### config.mk
export PLATFORM = sky130hd
export DESIGN_NAME = system_clock_divider_select
export DESIGN_NICKNAME = d
export VERILOG_FILES = /design/src/core/clock_prescaler.v /design/src/core/system_clock_divider_select.v
export VERILOG_INCLUDE_DIRS = /design/src /design/src/core
export SDC_FILE = /design/constraint.sdc
export NUM_CORES = 1
export LEC_CHECK = 0
export BUFFER_PORTS_ARGS = -buffer_cell sky130_fd_sc_hd__buf_4
export CAP_MARGIN = 10
export CORE_ASPECT_RATIO = 1.1
export CORE_MARGIN = 8
export CORE_UTILIZATION = 56
export DETAILED_ROUTE_END_ITERATION = 16
export PLACE_DENSITY = 0.91
export SLEW_MARGIN = 20
export SYNTH_ARGS = -nofsm -noshare
export SYNTH_HDL_FRONTEND = slang
export SYNTH_SLANG_ARGS = --single-unit
### constraint.sdc
create_clock -name clk_sys -period 4.83 [get_ports clk_sys]
set_clock_uncertainty 0.15 [all_clocks]
set_input_delay 0 -clock clk_sys [delete_from_list [all_inputs] [get_ports clk_sys]]
set_output_delay 0 -clock clk_sys [all_outputs]
set_load 0.05 [all_outputs]
### src/core/clock_select_defines.vh
// Constants for the system clock select and divider clear block.
// Assumes inclusion by bare name from the core design files.
`ifndef CLOCK_SELECT_DEFINES_VH
`define CLOCK_SELECT_DEFINES_VH

// ----------------------------------------------------------------
// Register addresses
// ----------------------------------------------------------------
`define ADDR_BASIC_TIMER_CONTROL   8'hd3
`define ADDR_SYSTEM_CLOCK_CONTROL  8'hd4
`define ADDR_BASIC_TIMER_COUNT     8'hfd

// ----------------------------------------------------------------
// Field positions
// ----------------------------------------------------------------
`define SCC_WAKE_DISABLE_BIT       7
`define SCC_SEL_HI                 4
`define SCC_SEL_LO                 3
`define BTC_BT_SEL_HI              3
`define BTC_BT_SEL_LO              2
`define BTC_COUNTER_CLEAR_BIT      1
`define BTC_DIVIDER_CLEAR_BIT      0

// ----------------------------------------------------------------
// Reset values, clear value and write masks
// ----------------------------------------------------------------
`define SCC_RESET                  8'h00
`define BTC_RESET                  8'h00
`define COUNT_CLEAR_VALUE          8'h00
`define SCC_WRITE_MASK             8'h98
`define BTC_STORE_MASK             8'hfc

// ----------------------------------------------------------------
// Clock select codes and divide ratios as log2
// ----------------------------------------------------------------
`define CPU_SEL_DIV16              2'h0
`define CPU_SEL_DIV8               2'h1
`define CPU_SEL_DIV2               2'h2
`define CPU_SEL_DIV1               2'h3
`define BT_SEL_DIV4096             2'h0
`define BT_SEL_DIV1024             2'h1
`define BT_SEL_DIV128              2'h2
`define BT_SEL_DIV16               2'h3
`define LOG2_DIV16                 4'h4
`define LOG2_DIV8                  4'h3
`define LOG2_DIV2                  4'h1
`define LOG2_DIV1                  4'h0
`define LOG2_DIV4096               4'hc
`define LOG2_DIV1024               4'ha
`define LOG2_DIV128                4'h7

`endif

### src/core/clock_prescaler.v
// Free running prescaler counter advanced by an oscillator tick.
// Assumes a synchronous clear and one clock domain.
`timescale 1ns/1ps
module clock_prescaler #(
    parameter WIDTH = 12
) (
    // Clock and reset
    input  wire             clk_sys,
    input  wire             rst,
    // Control
    input  wire             tick,
    input  wire             clear,
    // Count
    output reg  [WIDTH-1:0] count_q
);
    // ------------------------------------------------------------
    // Counter
    // ------------------------------------------------------------
    always @(posedge clk_sys) begin
        if (rst || clear) begin
            count_q <= {WIDTH{1'b0}};
        end else if (tick) begin
            count_q <= count_q + {{(WIDTH-1){1'b0}}, 1'b1};
        end
    end
endmodule

### src/core/system_clock_divider_select.v
// System clock select, wake-up gate and basic timer divider clearing.
// Assumes register access by address with a one-cycle read latency.
//
// Behaviour
// - Bit 7 set blocks wake-up interrupt request
// - Select field picks divide by 16, 8, 2, 1
// - Reset selects divide by sixteen until written
// - Divided source is selected main or sub oscillator
// - Writing one to bit 1 clears counter
// - Counter clear bit returns to zero itself
// - Writing one to bit 0 clears divider
// - Divider clear self-clears; writing zero does nothing
// - Divider clear hits both timer dividers together
`timescale 1ns/1ps
`include "clock_select_defines.vh"
module system_clock_divider_select #(
    parameter DIV_WIDTH = 12,
    parameter CNT_WIDTH = 8
) (
    // Clock and reset
    input  wire                 clk_sys,
    input  wire                 rst,
    // Register access
    input  wire [7:0]           reg_addr,
    input  wire [7:0]           reg_wdata,
    input  wire                 reg_we,
    input  wire                 reg_re,
    output reg  [7:0]           reg_rdata_q,
    // Oscillator sources
    input  wire                 main_osc_tick,
    input  wire                 sub_osc_tick,
    input  wire                 osc_sub_select,
    // Clock outputs
    output reg                  cpu_clk_en_q,
    output reg                  bt_clk_en_q,
    output wire [DIV_WIDTH-1:0] tc_prescale,
    output reg  [CNT_WIDTH-1:0] bt_count_q,
    // Wake-up
    input  wire                 wake_event,
    output reg                  wake_irq_req_q,
    output wire                 wake_irq_enable
);
    // ------------------------------------------------------------
    // Functions
    // ------------------------------------------------------------
    function tap_hit;
        input [DIV_WIDTH-1:0] cnt;
        input [3:0]           log2n;
        reg   [DIV_WIDTH-1:0] mask;
        begin
            mask    = ({{(DIV_WIDTH-1){1'b0}}, 1'b1} << log2n) - {{(DIV_WIDTH-1){1'b0}}, 1'b1};
            tap_hit = &(cnt | ~mask);
        end
    endfunction

    function [3:0] cpu_log2;
        input [1:0] sel;
        begin
            case (sel)
                `CPU_SEL_DIV16: cpu_log2 = `LOG2_DIV16;
                `CPU_SEL_DIV8:  cpu_log2 = `LOG2_DIV8;
                `CPU_SEL_DIV2:  cpu_log2 = `LOG2_DIV2;
                default:        cpu_log2 = `LOG2_DIV1;
            endcase
        end
    endfunction

    function [3:0] bt_log2;
        input [1:0] sel;
        begin
            case (sel)
                `BT_SEL_DIV4096: bt_log2 = `LOG2_DIV4096;
                `BT_SEL_DIV1024: bt_log2 = `LOG2_DIV1024;
                `BT_SEL_DIV128:  bt_log2 = `LOG2_DIV128;
                default:         bt_log2 = `LOG2_DIV16;
            endcase
        end
    endfunction

    function addr_hit;
        input [7:0] addr;
        input [7:0] target;
        begin
            addr_hit = (addr == target);
        end
    endfunction

    // ------------------------------------------------------------
    // Registers
    // ------------------------------------------------------------
    reg  [7:0]           sys_clk_ctrl_q;
    reg  [7:0]           bt_ctrl_q;
    wire                 fxx_tick;
    wire                 wr_scc;
    wire                 wr_btc;
    wire                 counter_clear;
    wire                 divider_clear;
    wire [1:0]           cpu_sel;
    wire [1:0]           bt_sel;
    wire [DIV_WIDTH-1:0] cpu_div;
    wire [DIV_WIDTH-1:0] bt_div;
    wire                 bt_tick;

    // ------------------------------------------------------------
    // Register write decode
    // ------------------------------------------------------------
    assign wr_scc = reg_we && addr_hit(reg_addr, `ADDR_SYSTEM_CLOCK_CONTROL);
    assign wr_btc = reg_we && addr_hit(reg_addr, `ADDR_BASIC_TIMER_CONTROL);

    // Strobes last only the write cycle
    assign counter_clear = wr_btc && reg_wdata[`BTC_COUNTER_CLEAR_BIT];
    assign divider_clear = wr_btc && reg_wdata[`BTC_DIVIDER_CLEAR_BIT];

    always @(posedge clk_sys) begin
        if (rst) begin
            sys_clk_ctrl_q <= `SCC_RESET;
            bt_ctrl_q      <= `BTC_RESET;
        end else begin
            if (wr_scc) begin
                sys_clk_ctrl_q <= reg_wdata & `SCC_WRITE_MASK;
            end
            if (wr_btc) begin
                // Strobe bits are never stored
                bt_ctrl_q <= reg_wdata & `BTC_STORE_MASK;
            end
        end
    end

    assign cpu_sel = sys_clk_ctrl_q[`SCC_SEL_HI:`SCC_SEL_LO];
    assign bt_sel  = bt_ctrl_q[`BTC_BT_SEL_HI:`BTC_BT_SEL_LO];

    // ------------------------------------------------------------
    // Oscillator selection
    // ------------------------------------------------------------
    assign fxx_tick = osc_sub_select ? sub_osc_tick : main_osc_tick;

    // ------------------------------------------------------------
    // Dividers
    // ------------------------------------------------------------
    clock_prescaler #(
        .WIDTH (DIV_WIDTH)
    ) u_cpu_div (
        .clk_sys (clk_sys),
        .rst     (rst),
        .tick    (fxx_tick),
        .clear   (1'b0),
        .count_q (cpu_div)
    );

    clock_prescaler #(
        .WIDTH (DIV_WIDTH)
    ) u_bt_div (
        .clk_sys (clk_sys),
        .rst     (rst),
        .tick    (fxx_tick),
        .clear   (divider_clear),
        .count_q (bt_div)
    );

    clock_prescaler #(
        .WIDTH (DIV_WIDTH)
    ) u_tc_div (
        .clk_sys (clk_sys),
        .rst     (rst),
        .tick    (fxx_tick),
        .clear   (divider_clear),
        .count_q (tc_prescale)
    );

    // ------------------------------------------------------------
    // Basic timer tick
    // ------------------------------------------------------------
    assign bt_tick = fxx_tick && !divider_clear && tap_hit(bt_div, bt_log2(bt_sel));

    // ------------------------------------------------------------
    // Clock enables and basic timer counter
    // ------------------------------------------------------------
    always @(posedge clk_sys) begin
        if (rst) begin
            cpu_clk_en_q <= 1'b0;
            bt_clk_en_q  <= 1'b0;
            bt_count_q   <= {CNT_WIDTH{1'b0}};
        end else begin
            cpu_clk_en_q <= fxx_tick && tap_hit(cpu_div, cpu_log2(cpu_sel));
            bt_clk_en_q  <= bt_tick;
            // Clear wins over a timer tick
            if (counter_clear) begin
                bt_count_q <= `COUNT_CLEAR_VALUE;
            end else if (bt_tick) begin
                bt_count_q <= bt_count_q + {{(CNT_WIDTH-1){1'b0}}, 1'b1};
            end
        end
    end

    // ------------------------------------------------------------
    // Wake-up gate
    // ------------------------------------------------------------
    assign wake_irq_enable = !sys_clk_ctrl_q[`SCC_WAKE_DISABLE_BIT];

    always @(posedge clk_sys) begin
        if (rst) begin
            wake_irq_req_q <= 1'b0;
        end else begin
            wake_irq_req_q <= wake_event && wake_irq_enable;
        end
    end

    // ------------------------------------------------------------
    // Read port
    // ------------------------------------------------------------
    always @(posedge clk_sys) begin
        if (rst) begin
            reg_rdata_q <= 8'h00;
        end else if (reg_re) begin
            case (reg_addr)
                `ADDR_SYSTEM_CLOCK_CONTROL: reg_rdata_q <= sys_clk_ctrl_q;
                `ADDR_BASIC_TIMER_CONTROL:  reg_rdata_q <= bt_ctrl_q;
                `ADDR_BASIC_TIMER_COUNT:    reg_rdata_q <= bt_count_q[7:0];
                default:                    reg_rdata_q <= 8'h00;
            endcase
        end
    end
endmodule
==> flow_summary.json, run 1 <==
{
  "start_kind": "primary input",
  "max-vdd-ir-drop_mv": 0.196,
  "dieWidth_um": 88.9,
  "status": "finished, final reports clean",
  "coreArea_um2": 5700,
  "initial_core_util_pct": 57.4,
  "rsz0062_at_grt": "no",
  "syn-num-nets": 424,
  "dieArea_um2": 8540,
  "setup_tns_ns": 0,
  "syn_inst": 380,
  "synth_area_um2": 3270,
  "swShare_pct": 23.9,
  "setup_viol": 0,
  "worstSetupEndpointType": "flop",
  "synth_cell_types": 52,
  "worst_pin_slew_ns": 0.963,
  "min_period_over_period_pct": 64.0,
  "finalNetCount": 510,
  "vias_per_cell": 5.78,
  "cell_internal_pwr_mw": 0.837,
  "antenna_found_initial": 0,
  "crit_type": "in -> reg",
  "min_path_cells": 5,
  "yosysWarnings": 0,
  "critPathTopFamily": "buffers and inverters",
  "hpwl_um": 5270,
  "drt_pass1_iterations": 5,
  "grt_usage_pct": 21.8,
  "port_buffers": 55,
  "cts_inserted_buffers": 9,
  "syn_to_final_growth_pct": 29.6,
  "drv_cap": 0,
  "wl_per_cell_um": 16.1,
  "pwr-share-clk_pct": 43.2,
  "synth_flop_cell": "dfxtp_1",
  "grt_pass1_vias": 3212,
  "synth-edff-count": 0,
  "cts_buffer_depth": 2,
  "h-tree-depth": 3,
  "cpMaxStageDelayCell": "nor3_1",
  "place.gp.congestion": 0.821,
  "cp_data_arrival_time_ns": 3.23,
  "min_period_ns": 3.09,
  "r2r_cells": 8,
  "num_vias": 3169,
  "leakage_nw": 1.64,
  "cts_tree": "done",
  "die_y_um": 96.1,
  "drv_slew": 0,
  "ctsHoldBuffers": 31,
  "finalHoldViolations": 0,
  "p_seq_share_pct": 49.4,
  "grt_max_degree": 36,
  "fp-row-count": 29,
  "slowest_delay_ns": 0.65,
  "syn_avg_cell_area_um2": 8.60,
  "drc": 0,
  "grt_overflow_total": 0,
  "cp_cell_sequence": "dlygate4sd3_1, buf_4, or3b_2, nor3_1, nand3_1, dlygate4sd3_1, a21oi_1, dlygate4sd3_1",
  "power_density_nw_per_um2": 260,
  "grt_pass1_wl_um": 14600,
  "clkTransAtPathRegs_ns": 0.08,
  "cts_setup_buffers": 0,
  "ys_ff_latch": 64,
  "cpMostUsedCell": "dlygate4sd3_1",
  "combinationalPowerShare_pct": 7.4,
  "root_buffer": "clkbuf_8",
  "crit_buf_inv": 4,
  "routed_wl_um": 8820,
  "slew_headroom_pct": 35.7,
  "ys_seq_area_share_pct": 39.2,
  "cp_num_cells": 8,
  "drive_gt1_share_pct": 19.3,
  "drt_iter0_drc": 213,
  "timing.fmax_mhz": 324,
  "worstPathMaxFanout": 7,
  "hp-class": "in -> reg",
  "cts.sinks": 64,
  "cts_resized": 0,
  "pin_count": 56,
  "clock_latency_ns": 0.34,
  "required_ns": 4.97,
  "ant_nets": 0,
  "p_total_mw": 1.10,
  "antenna_cells": 0,
  "p_sw_mw": 0.263,
  "async_flop_share_pct": 0
}
==> worst paths after layout <==
path                            slack (ns)             endpoint           startpoint
worst max-delay path                  1.74    sys_clk_ctrl_q[7]          reg_addr[1]
worst min-delay path                  0.06    sys_clk_ctrl_q[4]          reg_addr[5]
worst max register to register        2.17        bt_count_q[6]         bt_ctrl_q[3]
worst min register to register        0.35  u_tc_div.count_q[1]  u_tc_div.count_q[1]
==> final cells by class <==
type | count | area (µm²)
Tap cell | 77 | 96.3
Multi-Input combinational cell | 285 | 1850
Timing Repair Buffer | 88 | 738
Inverter | 18 | 67.6
Clock buffer | 11 | 151
Fill cell | 370 | 1460
Clock inverter | 5 | 55.1
Sequential cell | 64 | 1280
==> through the flow <==
step           utilization (%)  area (µm²)  cells  worst slack, ns  hold WS (ns)
3_3_place_gp              65.3        3720    501             2.40         0.119
6_report                  74.4        4240    548             1.74        0.0628
2_1_floorplan                -        3270    380             2.60      -0.00251
3_5_place_dp              65.3        3720    501             2.26         0.124
5_1_grt                   74.4        4240    548             1.63        0.0887
4_1_cts                   74.4        4240    548             1.83        0.0455
==> placed cells by master, fill, tap and decap left out, types with 11 or more instances in the layout <==
cell / synthesis / routed
dfxtp_1: 64 / 64
buf_4: 0 / 57
nor2_1: 41 / 41
nand2_1: 36 / 36
a21oi_1: 32 / 32
dlygate4sd3_1: 0 / 31
nand3_1: 22 / 22
ha_1: 20 / 20
inv_1: 18 / 18
xor2_1: 17 / 17
xnor2_1: 13 / 13
clkbuf_8: 0 / 11
==> power by group through the flow <==
stage | clock network, mW | logic (mW) | registers [mW]
after floorplan | 0 | 0.0334 | 0.562
after global placement | 0 | 0.0670 | 0.555
after detailed placement | 0 | 0.0690 | 0.555
after CTS | 0.474 | 0.0802 | 0.543
after global routing | 0.502 | 0.0892 | 0.544
final | 0.475 | 0.0816 | 0.543
==> logic make-up (layout without fill, tap and decap cells) <==
group	Yosys count	after routing	synth area share [%]
mux	3	3	1.07
buf+inv	31	122	4.32
flops	64	64	39.2
fa+ha+maj	20	20	7.65
compound gates	70	70	14.4
simple gates	162	162	25.3
xor+xnor	30	30	8.04
==> cell usage after synthesis, types with 2 or more instances <==
cell	number	share of area, %
and3_1	8	1.5
o32ai_1	3	0.80
nor2b_1	5	0.96
nand2b_1	6	1.1
or4_2	5	1.3
o21ai_0	7	1.1
clkbuf_1	8	0.92
or3_1	4	0.77
ha_1	20	7.7
mux2i_1	2	0.61
xor2_1	17	4.6
and4_1	2	0.54
a31oi_1	3	0.57
a22o_1	3	0.80
o31ai_1	6	1.4
a222oi_1	3	0.92
nor2_1	41	4.7
inv_1	18	2.1
dfxtp_1	64	39
and2_1	3	0.57
buf_6	3	1.0
nand2_1	36	4.1
a21oi_1	32	4.9
xnor2_1	13	3.5
o22ai_1	2	0.38
nand3_1	22	3.4
nor3b_1	4	0.92
buf_2	2	0.31
nor3_1	8	1.2
nand4_1	8	1.5
==> worst min-delay path, cell delays in order <==
cell and delay [ns]:
buf_4 0.09, or2_4 0.12, nor3_1 0.12, nand3_1 0.11
a21oi_1 0.06
==> state kept, by name, indices dropped and copies added, names as in the netlist <==
name / cells
bt_clk_en_q: 1
bt_count_q: 8
bt_ctrl_q: 6
cpu_clk_en_q: 1
reg_rdata_q: 8
sys_clk_ctrl_q: 3
u_bt_div.count_q: 12
u_cpu_div.count_q: 12
u_tc_div.count_q: 12
wake_irq_req_q: 1
==> per-layer routing <==
metal	vias up	GRT usage, %	routed length (µm)
li1	1500	-	-
met1	1488	23.6	3440
met2	149	37.8	4470
met3	32	5.89	595
met4	0	11.6	311
met5	-	0	0
No activity file was read; power rests on OpenSTA's default activity.
==> run 2: changes to the inputs <==
- clock period: 4.83 -> 3.2 ns (I/O delays scaled with it)
==> flow_summary.json, run 2 (synthesis results as in run 1) <==
{
  "worstSetupEndpointType": "flop",
  "worstPathMaxFanout": 7,
  "min_period_ns": 3.07,
  "grt_overflow_total": 0,
  "top_regs": "u_bt_div.count_q (12), u_cpu_div.count_q (12), u_tc_div.count_q (12)",
  "port_buffers": 55,
  "timing.fmax_mhz": 326,
  "drv_cap": 0,
  "leakage_nw": 1.62,
  "required_ns": 3.35,
  "hpwl_um": 5350,
  "final_common_cell": "dfxtp_1",
  "fp-row-count": 29,
  "routed_wl_um": 8580,
  "min_path_cells": 5,
  "finalHoldViolations": 0,
  "drive_gt1_share_pct": 19.7,
  "drt_pass1_iterations": 7,
  "h-tree-depth": 3,
  "fillers": 399,
  "hold_end": "sys_clk_ctrl_q[4]",
  "final_cells": 546,
  "antenna_found_initial": 0,
  "num_vias": 3164,
  "drt_iter0_drc": 226,
  "vias_per_cell": 5.79,
  "grt_pass1_vias": 3074,
  "cts.sinks": 64,
  "cts_inserted_buffers": 9,
  "cts_setup_buffers": 0,
  "pwr-share-clk_pct": 42.3,
  "final_cell_mix": "dfxtp_1 (64), buf_4 (58), nor2_1 (41)",
  "status": "finished, final reports clean",
  "syn_to_final_growth_pct": 28.4,
  "grt_pass1_wl_um": 14200,
  "root_buffer": "clkbuf_8",
  "cts_tree": "done",
  "dieArea_um2": 8540,
  "drc": 0,
  "min-delay-start": "reg_addr[0]",
  "dpl_cell_area_um2": 3730,
  "start_kind": "primary input",
  "worst_pin_slew_ns": 0.808,
  "ant_nets": 0,
  "place.gp.congestion": 0.847,
  "dp.cells": 502,
  "reg2reg_from": "bt_ctrl_q[2]",
  "postLayoutCoreUtil_pct": 73.7,
  "crit_type": "in -> reg",
  "grt_usage_pct": 21.4,
  "cell_internal_pwr_mw": 1.22,
  "max-vdd-ir-drop_mv": 0.264,
  "cts_buffer_depth": 2,
  "p_seq_share_pct": 50.0,
  "setup_viol": 0,
  "r2r_cells": 8,
  "clkTransAtPathRegs_ns": 0.08,
  "drv_slew": 0,
  "clock_latency_ns": 0.36,
  "worstReg2RegEnd": "bt_count_q[4]",
  "rsz0062_at_grt": "no",
  "hp-class": "in -> reg",
  "swShare_pct": 25.4,
  "combinationalPowerShare_pct": 7.7,
  "pin_count": 56,
  "coreArea_um2": 5700,
  "dieWidth_um": 88.9,
  "wl_per_cell_um": 15.7,
  "setup_tns_ns": 0,
  "fin_area_um2": 4200,
  "slew_headroom_pct": 45.7,
  "cp_data_arrival_time_ns": 3.22,
  "grt_max_degree": 36,
  "finalNetCount": 507,
  "reg2reg_slack_ns": 0.60,
  "die_y_um": 96.1,
  "p_sw_mw": 0.417,
  "min_period_over_period_pct": 95.8,
  "initial_core_util_pct": 57.4,
  "power_density_nw_per_um2": 391
}
==> run 2: cell count changes in the layout (fill, tap and decap cells not counted) <==
cell / before / now
buf_4: 57 / 58
clkbuf_8: 11 / 9
clkinv_4: 0 / 2
diode_2: 0 / 1
dlygate4sd3_1: 31 / 27
==> run 2: timing repair <==
| item | in CTS | in global routing |
|---|---|---|
| hold endpoints to repair | 40 | 0 |
| hold buffers | 27 | 0 |
| gates resized for setup | 0 | 0 |
==> run 2: power by group through the flow <==
stage	Sequential, mW	Combinational (mW)	Clock, mW
final	0.820	0.126	0.695
after CTS	0.820	0.122	0.701
after floorplan	0.849	0.0505	0
after global placement	0.837	0.102	0
after global routing	0.822	0.135	0.737
after detailed placement	0.838	0.105	0
==> run 2: worst max-delay path: stages <==
cell           delay [ns]
dlygate4sd3_1        0.54
buf_4                0.14
or3b_2               0.49
nor3_1               0.62
nand3_1              0.16
dlygate4sd3_1        0.60
a21oi_1              0.12
dlygate4sd3_1        0.55
==> run 2: how the worst max path moves through the flow <==
stage,startpoint,end,slack (ns),cells past startpoint
6_report,reg_addr[1],sys_clk_ctrl_q[7],0.13,8
5_1_grt,reg_addr[1],sys_clk_ctrl_q[7],0.05,8
4_1_cts,reg_addr[1],sys_clk_ctrl_q[7],0.27,8
3_5_place_dp,bt_ctrl_q[2],bt_count_q[3],0.64,8
3_3_place_gp,bt_ctrl_q[3],bt_count_q[4],0.76,8
2_1_floorplan,bt_ctrl_q[2],bt_count_q[3],0.97,7
==> run 2: final cells by class <==
type                    count  area (µm²)  share of cell area (%)
inverters                  18        67.6                    1.61
clock inverters             7        72.6                    1.73
repair buffers             85         706                    16.8
diodes                      1        2.50                  0.0596
flip-flops and latches     64        1280                    30.5
multi-input cells         285        1850                    44.0
well taps                  77        96.3                    2.30
clock buffers               9         124                    2.95
==> run 2: stage by stage <==
step	hold slack, ns	power (mW)	setup WS [ns]
after floorplan	-0.00251	0.899	0.969
after global placement	0.119	0.938	0.759
after detailed placement	0.123	0.943	0.636
after CTS	0.00898	1.64	0.267
after global routing	0.0494	1.69	0.0486
final	0.0489	1.64	0.134
==> run 2: routing by layer <==
layer	share of wire [%]	up-vias	GRT usage [%]	wire, µm
met5	0	-	0	0
met4	3.6	0	13.4	307
met3	7.2	31	5.55	619
met2	50	161	37.2	4280
met1	39	1460	22.6	3370
li1	-	1512	-	-
